===== config.mk =====
export PLATFORM = sky130hd
export DESIGN_NAME = eprt_engine
export DESIGN_NICKNAME = d
export VERILOG_FILES = /design/src/design/eprt_pkg.sv /design/src/design/eprt_checks.sv /design/src/design/eprt_engine.sv
export SDC_FILE = /design/constraint.sdc
export NUM_CORES = 1
export LEC_CHECK = 0
export ABC_CLOCK_PERIOD_IN_PS = 3310
export BUFFER_PORTS_ARGS = -buffer_cell sky130_fd_sc_hd__buf_2
export CORE_AREA = 8 8 208 210
export CTS_CLUSTER_SIZE = 20
export DETAILED_ROUTE_END_ITERATION = 8
export DIE_AREA = 0 0 216 218
export MAX_ROUTING_LAYER = met4
export PLACE_DENSITY = 0.56
export SLEW_MARGIN = 10
export SYNTH_ARGS = -nofsm -noshare
export SYNTH_HDL_FRONTEND = slang
export SYNTH_SLANG_ARGS = --single-unit
export TNS_END_PERCENT = 30

===== constraint.sdc =====
create_clock -name sys_clk -period 3.31 [get_ports sys_clk]
set_input_delay 0.4965 -clock sys_clk [delete_from_list [all_inputs] [get_ports sys_clk]]
set_output_delay 0.4965 -clock sys_clk [all_outputs]
set_load 0.005 [all_outputs]

===== src/design/eprt_pkg.sv =====
// Purpose: Shared constants for the page remove and tracking start block
// Assumes: Leaf codes, page types and error codes as used by the engine
// Notes: Error code values and type encodings are plain defaults
package eprt_pkg;

    // ------------------------------------------------------------
    // Leaf codes
    // ------------------------------------------------------------
    localparam logic [7:0] EPRT_LEAF_PAGE_REMOVE = 8'h03;
    localparam logic [7:0] EPRT_LEAF_TRACK_START = 8'h0C;

    // ------------------------------------------------------------
    // Address layout
    // ------------------------------------------------------------
    localparam int EPRT_ADDR_W = 64;
    localparam int EPRT_PAGE_OFS_W = 12;
    localparam logic [EPRT_PAGE_OFS_W-1:0] EPRT_PAGE_OFS_ZERO = 12'h000;

    // ------------------------------------------------------------
    // Page types
    // ------------------------------------------------------------
    localparam logic [2:0] EPRT_PT_CONTROL = 3'h0;
    localparam logic [2:0] EPRT_PT_THREAD_CONTROL = 3'h1;
    localparam logic [2:0] EPRT_PT_REGULAR = 3'h2;
    localparam logic [2:0] EPRT_PT_VERSION_ARRAY = 3'h3;
    localparam logic [2:0] EPRT_PT_TRIMMED = 3'h4;

    // ------------------------------------------------------------
    // Result codes
    // ------------------------------------------------------------
    localparam logic [63:0] EPRT_RES_OK = 64'h0;
    localparam logic [63:0] EPRT_ERR_CHILD_PRESENT = 64'h0000_0000_0000_000D;
    localparam logic [63:0] EPRT_ERR_ENCLAVE_ACTIVE = 64'h0000_0000_0000_000E;
    localparam logic [63:0] EPRT_ERR_PREV_TRACK_INCOMPLETE =
        64'h0000_0000_0000_0011;

    // ------------------------------------------------------------
    // Exit qualification codes
    // ------------------------------------------------------------
    localparam logic [1:0] EPRT_QUAL_PAGE_CONFLICT = 2'h0;
    localparam logic [1:0] EPRT_QUAL_TRACK_RESOURCE = 2'h1;
    localparam logic [1:0] EPRT_QUAL_TRACK_REFERENCE = 2'h2;

    // ------------------------------------------------------------
    // Outcome kinds
    // ------------------------------------------------------------
    typedef enum logic [1:0] {
        EPRT_OUT_RETURN,
        EPRT_OUT_GP_FAULT,
        EPRT_OUT_PAGE_FAULT,
        EPRT_OUT_VIRT_EXIT
    } eprt_outcome_t;

endpackage : eprt_pkg


===== src/design/eprt_checks.sv =====
// Purpose: Combinational check evaluation for one leaf request
// Assumes: Page state inputs describe the target page at request time
// Notes: Checks run in listed order; the first failure wins
`timescale 1ns/100ps
module eprt_checks (
    // Request
    input wire logic [7:0] leaf,
    input wire logic [eprt_pkg::EPRT_ADDR_W-1:0] page_addr,
    input wire logic guest_virt_en,
    // Page state
    input wire logic in_cache,
    input wire logic page_busy,
    input wire logic track_busy,
    input wire logic map_valid,
    input wire logic [2:0] page_type,
    input wire logic page_modified,
    input wire logic has_children,
    input wire logic [31:0] virtual_child_count,
    input wire logic threads_active,
    input wire logic tracking_pending,
    // Decision
    output eprt_pkg::eprt_outcome_t outcome,
    output logic [1:0] qual,
    output logic [63:0] result,
    output logic zero_flag,
    output logic invalidate,
    output logic track_start,
    output logic leaf_known
);
    import eprt_pkg::*;

    logic aligned;
    logic is_trim_clean;

    assign aligned = page_addr[EPRT_PAGE_OFS_W-1:0] == EPRT_PAGE_OFS_ZERO;
    assign is_trim_clean = page_type == EPRT_PT_TRIMMED && !page_modified;

    always_comb begin
        outcome = EPRT_OUT_RETURN;
        qual = EPRT_QUAL_PAGE_CONFLICT;
        result = EPRT_RES_OK;
        zero_flag = 1'b0;
        invalidate = 1'b0;
        track_start = 1'b0;
        leaf_known = 1'b1;
        if (leaf == EPRT_LEAF_PAGE_REMOVE) begin
            if (!aligned) begin
                outcome = EPRT_OUT_GP_FAULT;
            end else if (!in_cache) begin
                outcome = EPRT_OUT_PAGE_FAULT;
            end else if (page_busy) begin
                outcome = guest_virt_en ? EPRT_OUT_VIRT_EXIT
                                        : EPRT_OUT_GP_FAULT;
                qual = EPRT_QUAL_PAGE_CONFLICT;
            end else if (!map_valid || is_trim_clean) begin
                // Already unused: succeed with no change
                invalidate = 1'b0;
            end else if (page_type == EPRT_PT_VERSION_ARRAY) begin
                invalidate = 1'b1;
            end else if (page_type == EPRT_PT_CONTROL) begin
                if (has_children) begin
                    zero_flag = 1'b1;
                    result = EPRT_ERR_CHILD_PRESENT;
                end else if (guest_virt_en && virtual_child_count != 32'h0)
                begin
                    zero_flag = 1'b1;
                    result = EPRT_ERR_CHILD_PRESENT;
                end else begin
                    invalidate = 1'b1;
                end
            end else if (threads_active) begin
                zero_flag = 1'b1;
                result = EPRT_ERR_ENCLAVE_ACTIVE;
            end else if (page_type == EPRT_PT_REGULAR ||
                         page_type == EPRT_PT_THREAD_CONTROL ||
                         page_type == EPRT_PT_TRIMMED) begin
                invalidate = 1'b1;
            end
        end else if (leaf == EPRT_LEAF_TRACK_START) begin
            if (!aligned) begin
                outcome = EPRT_OUT_GP_FAULT;
            end else if (!in_cache) begin
                outcome = EPRT_OUT_PAGE_FAULT;
            end else if (track_busy) begin
                outcome = guest_virt_en ? EPRT_OUT_VIRT_EXIT
                                        : EPRT_OUT_GP_FAULT;
                qual = EPRT_QUAL_TRACK_RESOURCE;
            end else if (!map_valid || page_type != EPRT_PT_CONTROL) begin
                outcome = EPRT_OUT_PAGE_FAULT;
            end else if (tracking_pending) begin
                if (guest_virt_en) begin
                    outcome = EPRT_OUT_VIRT_EXIT;
                    qual = EPRT_QUAL_TRACK_REFERENCE;
                end
                zero_flag = 1'b1;
                result = EPRT_ERR_PREV_TRACK_INCOMPLETE;
            end else begin
                track_start = 1'b1;
            end
        end else begin
            leaf_known = 1'b0;
            outcome = EPRT_OUT_GP_FAULT;
        end
    end

endmodule : eprt_checks


===== src/design/eprt_engine.sv =====
// Purpose: Page remove and tracking start leaf engine
// Assumes: One request per req pulse; page state valid with the request
// Notes: Answer is registered one cycle after the request is taken
//
// How it works
// - Leaf 03H removes a page, detaching it and marking it unused.
// - Address not 4KByte aligned gives general protection fault, code 0.
// - Removal of an address outside the page cache gives a page fault.
// - Busy page: guest with extensions exits, else protection fault.
// - Invalid entry or clean trimmed page: succeed with no change.
// - Version-array page: clear valid, succeed.
// - Control page with children: zero flag, child-present error, stays valid.
// - Guest virtual child count non-zero counts as children; else invalidate.
// - Enclave threads active: zero flag, enclave-active error, no change.
// - Regular, thread control or trimmed page: clear valid, succeed.
// - Success writes result 0, clears zero flag; other flags always cleared.
// - Child-present means pages loaded; enclave-active means threads inside.
// - Leaf 0CH starts a tracking cycle on a control page.
// - Tracking address outside the page cache gives a page fault.
// - Tracking facility busy: guest exits, else protection fault.
// - Invalid entry or non-control page type gives a page fault.
// - Tracking pending: zero flag and error; a guest also exits in the same cycle.
// - Tracking success writes result 0 and clears the zero flag.
`timescale 1ns/100ps
module eprt_engine (
    // Clock and reset
    input wire logic sys_clk,
    input wire logic rst,
    input wire logic clk_en,
    // Request
    input wire logic req,
    input wire logic [7:0] leaf,
    input wire logic [eprt_pkg::EPRT_ADDR_W-1:0] count_register,
    input wire logic [eprt_pkg::EPRT_ADDR_W-1:0] guest_phys_addr,
    input wire logic [eprt_pkg::EPRT_ADDR_W-1:0] enclave_context_value,
    input wire logic guest_virt_en,
    // Page state
    input wire logic in_cache,
    input wire logic page_busy,
    input wire logic track_busy,
    input wire logic map_valid,
    input wire logic [2:0] page_type,
    input wire logic page_modified,
    input wire logic has_children,
    input wire logic [31:0] virtual_child_count,
    input wire logic threads_active,
    input wire logic tracking_pending,
    // Answer
    output logic done,
    output logic [63:0] result_register,
    output logic zero_flag,
    output logic carry_flag,
    output logic parity_flag,
    output logic aux_flag,
    output logic overflow_flag,
    output logic sign_flag,
    output logic gp_fault,
    output logic page_fault,
    output logic [eprt_pkg::EPRT_ADDR_W-1:0] fault_addr,
    output logic [31:0] fault_error,
    output logic virt_exit,
    output logic [1:0] exit_qual,
    output logic [eprt_pkg::EPRT_ADDR_W-1:0] exit_guest_phys,
    output logic [eprt_pkg::EPRT_ADDR_W-1:0] exit_guest_linear,
    // Page map updates
    output logic map_invalidate,
    output logic track_start
);
    import eprt_pkg::*;

    // ------------------------------------------------------------
    // State
    // ------------------------------------------------------------
    typedef struct packed {
        logic done;
        logic [63:0] result;
        logic zero;
        logic others;
        logic gp;
        logic pf;
        logic [EPRT_ADDR_W-1:0] faddr;
        logic vexit;
        logic [1:0] qual;
        logic [EPRT_ADDR_W-1:0] gpa;
        logic [EPRT_ADDR_W-1:0] gla;
        logic inval;
        logic track;
    } eprt_state_t;

    eprt_state_t st_r;
    eprt_state_t st_nxt;

    eprt_outcome_t outcome;
    logic [1:0] qual;
    logic [63:0] result;
    logic zero_dec;
    logic invalidate;
    logic trk;
    logic leaf_known;

    // ------------------------------------------------------------
    // Check evaluation
    // ------------------------------------------------------------
    eprt_checks u_checks (
        .leaf(leaf),
        .page_addr(count_register),
        .guest_virt_en(guest_virt_en),
        .in_cache(in_cache),
        .page_busy(page_busy),
        .track_busy(track_busy),
        .map_valid(map_valid),
        .page_type(page_type),
        .page_modified(page_modified),
        .has_children(has_children),
        .virtual_child_count(virtual_child_count),
        .threads_active(threads_active),
        .tracking_pending(tracking_pending),
        .outcome(outcome),
        .qual(qual),
        .result(result),
        .zero_flag(zero_dec),
        .invalidate(invalidate),
        .track_start(trk),
        .leaf_known(leaf_known)
    );

    // ------------------------------------------------------------
    // Next state
    // ------------------------------------------------------------
    always_comb begin
        st_nxt = st_r;
        st_nxt.done = 1'b0;
        st_nxt.gp = 1'b0;
        st_nxt.pf = 1'b0;
        st_nxt.vexit = 1'b0;
        st_nxt.inval = 1'b0;
        st_nxt.track = 1'b0;
        if (req) begin
            st_nxt.done = 1'b1;
            unique case (outcome)
                EPRT_OUT_GP_FAULT: begin
                    st_nxt.gp = 1'b1;
                    st_nxt.faddr = count_register;
                end
                EPRT_OUT_PAGE_FAULT: begin
                    st_nxt.pf = 1'b1;
                    st_nxt.faddr = count_register;
                end
                EPRT_OUT_VIRT_EXIT: begin
                    st_nxt.vexit = 1'b1;
                    st_nxt.qual = qual;
                    if (leaf == EPRT_LEAF_PAGE_REMOVE) begin
                        st_nxt.gpa = guest_phys_addr;
                        st_nxt.gla = count_register;
                    end else begin
                        st_nxt.gpa = enclave_context_value;
                        st_nxt.gla = '0;
                    end
                end
                EPRT_OUT_RETURN: begin
                    st_nxt.result = result;
                    st_nxt.zero = zero_dec;
                    st_nxt.others = 1'b0;
                    st_nxt.inval = invalidate;
                    st_nxt.track = trk;
                end
            endcase
            // exit carries the pending flags as the guest resumes
            if (outcome == EPRT_OUT_VIRT_EXIT &&
                qual == EPRT_QUAL_TRACK_REFERENCE) begin
                st_nxt.result = result;
                st_nxt.zero = zero_dec;
                st_nxt.others = 1'b0;
            end
        end
    end

    always_ff @(posedge sys_clk) begin
        if (rst) begin
            st_r <= '0;
        end else if (clk_en) begin
            st_r <= st_nxt;
        end
    end

    // ------------------------------------------------------------
    // Outputs
    // ------------------------------------------------------------
    assign done = st_r.done;
    assign result_register = st_r.result;
    assign zero_flag = st_r.zero;
    assign carry_flag = st_r.others;
    assign parity_flag = st_r.others;
    assign aux_flag = st_r.others;
    assign overflow_flag = st_r.others;
    assign sign_flag = st_r.others;
    assign gp_fault = st_r.gp;
    assign page_fault = st_r.pf;
    assign fault_addr = st_r.faddr;
    assign fault_error = 32'h0000_0000;
    assign virt_exit = st_r.vexit;
    assign exit_qual = st_r.qual;
    assign exit_guest_phys = st_r.gpa;
    assign exit_guest_linear = st_r.gla;
    assign map_invalidate = st_r.inval;
    assign track_start = st_r.track;

    // ------------------------------------------------------------
    // Checks
    // ------------------------------------------------------------
    logic addr_aligned;

    assign addr_aligned =
        count_register[EPRT_PAGE_OFS_W-1:0] == EPRT_PAGE_OFS_ZERO;
endmodule : eprt_engine


==> impl_results.md <==
* RSZ-0062 raised after global routing: no
* Drt pass-1 iters at 5
* Netlist cell types at 41
* Sink Count at 205
* Critical path fanouts, max at 4
* Core ar. at 40180 sq um
* Largest net degree at the start of global routing at 77
* Min-Delay Path Class: in2reg
* Power per cell area at 464.1 nW/um^2
* NetSw at 0.001394 W
* Std cell rows at 74
* Die Height at 218 um
* CTS root buf: clkbuf_16
* GPL Wtd Cong at 0.8407
* Final Hold Violating Endpoints at 0
* Top FF cell, synth: dfxtp_1
* Wire length on met1 at 14.98 mm
* Final setup viols at 0
* VDD IR max at 0.2861 mV
* FF+latch count, synth at 205
* Clk slew on worst S/H paths at 0.06 ns
* Number of global-route vias before repair at 9356
* H-tree levels at 1
* Ys async rst share at 0%
* Post-Syn Instances at 1136
* Num CTS Buffers at 25
* Minimum clock period at 2.887 ns
* Final ANT Viol Nets at 0
* Area growth syn-to-layout at 40.15%
* Ys Warns at 0
* Syn Area/Cell at 7.750 sq um
* Leakage at 5.562 nW
* DRC errors left at 0
* Sequential area share after synthesis at 46.62%
* Routed len/inst at 17.25 um
* Class of the most critical setup path: in2reg
* PostCTS Resize Cnt at 0
* Final WL at 36.70 mm
* Least-Margin Pin Slew at 0.7562 ns
* Die area at 47090 sq um
* Maximum buffer depth of the clock tree at 3
* Clock latency at the later pin of the worst-skew pair at 0.52 ns
* P_int at 0.004332 W
* Final core utilization at 30.70%
* First-pass GRT wire length at 54.31 mm
* Net Sw Frac at 24.35%
* Max-slew violation total from the final report at 0
* Port bufs at 453
* DR WL met3 at 3.025 mm
* Worst EP arrival at 3.33 ns
* Total GRT Usage at 14.87%
* Antenna violations before repair at 8
* Vias per inst at 4.335
* Buffer count from post-CTS setup fixing at 0
* Power share of the clock group at 48.2%
* DR iter-0 viols at 525
* Share of power burned in registers at 44.0%
* Overflow after GRT at 0
* Status: finished, final reports clean
* CTS tree: built
* Number of I/O pins at 550
* Setup crit end kind: flop
* Hold WS at 0.2146 ns
* Initial Utilization at 21.91%
* Max Clk Rate at 346.4 MHz
* Total number of vias at 9221
* Combinational power share at 7.8%
* Tcrit/Tclk final at 87.22%
* DR top layer: met4
* Clock Skews at 0 ns
* DP Wirelength at 28.20 mm
* Final net count at 1822
* Met2 wire len at 17.79 mm
* Worst slew margin at 49.59%
* Hold_buf cts at 0
* Die X at 216 um
* Worst setup SP type: primary input
* EDFF count, synth at 0
* Ratio of cells with drive above 1 in the final layout at 34.72%
* Cell area after synthesis at 8803 sq um
* Req. time, crit path at 3.76 ns
* Max-Cap Viols at 0
final timing paths:
check                             start               endpoint  slack, ns  cells after the start
setup / recovery      count_register[8]     result_register[0]       0.42                     10
hold / removal       count_register[59]         fault_addr[59]       0.21                      3
setup reg to reg         map_invalidate         map_invalidate       2.49                      3
hold reg to reg   exit_guest_linear[19]  exit_guest_linear[19]       0.45                      2
flip-flops by register name (all words and copies together) (netlist names):
signal and cells:
exit_guest_phys 64, map_invalidate 1, done 1, page_fault 1
exit_guest_linear 64, gp_fault 1, fault_addr 64, virt_exit 1
track_start 1, zero_flag 1, result_register 4, exit_qual 2
power groups by stage:
| stage | logic, W | registers [W] | clock network (W) |
|---|---|---|---|
| after floorplan | 0.000239 | 0.00258 | 0 |
| after global placement | 0.000440 | 0.00258 | 0 |
| after detailed placement | 0.000442 | 0.00258 | 0 |
| after CTS | 0.000444 | 0.00252 | 0.00289 |
| after global routing | 0.000496 | 0.00252 | 0.00298 |
| final | 0.000445 | 0.00252 | 0.00276 |
critical path, cell delays in order:
cell	delay, ns
buf_2	0.11
or4_4	0.53
or4_4	0.57
a21oi_1	0.17
o21a_1	0.19
ha_1	0.19
nand3_2	0.09
o41a_1	0.43
or3_1	0.39
a31oi_1	0.17
metrics by stage:
| step | std cells | total power [W] | instance area [sq um] | TNS (ns) | worst slack, ns |
|---|---|---|---|---|---|
| 2_1_floorplan | 1231 | 0.002819 | 9160 | 0 | 0.05757 |
| 3_3_place_gp | 2075 | 0.003015 | 11490 | -2.765 | -0.07976 |
| 3_5_place_dp | 2075 | 0.003019 | 11490 | -6.724 | -0.1315 |
| 4_1_cts | 2119 | 0.005856 | 12320 | 0 | 0.4275 |
| 5_1_grt | 2126 | 0.005998 | 12340 | 0 | 0.2500 |
| 6_report | 2127 | 0.005726 | 12340 | 0 | 0.4230 |
synthesized netlist by cell type (all sizes together), types with 2 or more instances:
master	number	area (sq um)
o21ai	2	10.01
o21a	2	15.01
a311oi	64	560.5
clkbuf	86	332.8
nor3	4	20.02
and3	2	12.51
nor4	8	50.05
or3	3	18.77
nor2	74	280.3
dfxtp	205	4104
buf	99	747.0
a21oi	140	700.7
and2	2	12.51
nand3	74	375.4
nand2b	5	31.28
ha	4	50.05
nand2	332	1246
or4	6	57.55
inv	3	11.26
o31ai	2	15.01
o311a	2	20.02
a31oi	2	12.51
or2	3	18.77
per-layer routing:
metal,vias to the layer above,track usage (%)
met1,4259,17.04
met5,-,-
met4,0,4.779
li1,4537,-
met3,54,4.494
met2,371,24.71
layout make-up:
type	count	area, sq um
clock inverters	13	137.6
well taps	532	665.6
multi-input cells	838	3983
repair buffers	497	2729
flip-flops and latches	205	4104
clock buffers	31	688.2
fillers	4396	27850
inverters	3	11.26
diodes	8	20.02
cells in the final DEF (no fill, tap or decap), drive strengths merged, types with 6 or more instances in the layout:
cell    count
diode       8
nor4        8
nand3      74
conb       96
or4         6
a21oi     140
nand2     332
clkinv      7
clkbuf     31
dfxtp     205
a311oi     64
nor2       74
buf       497
logic make-up after synthesis:
family | Yosys count | share of synthesized area, %
buffers and inverters | 188 | 12.39
DFF | 205 | 46.62
AOI/OAI and AO/OA | 218 | 15.59
and+or+nand+nor | 520 | 24.79
other | 1 | 0.04260
adders and majority gates | 4 | 0.5685
No activity file was read; power rests on OpenSTA's default activity.
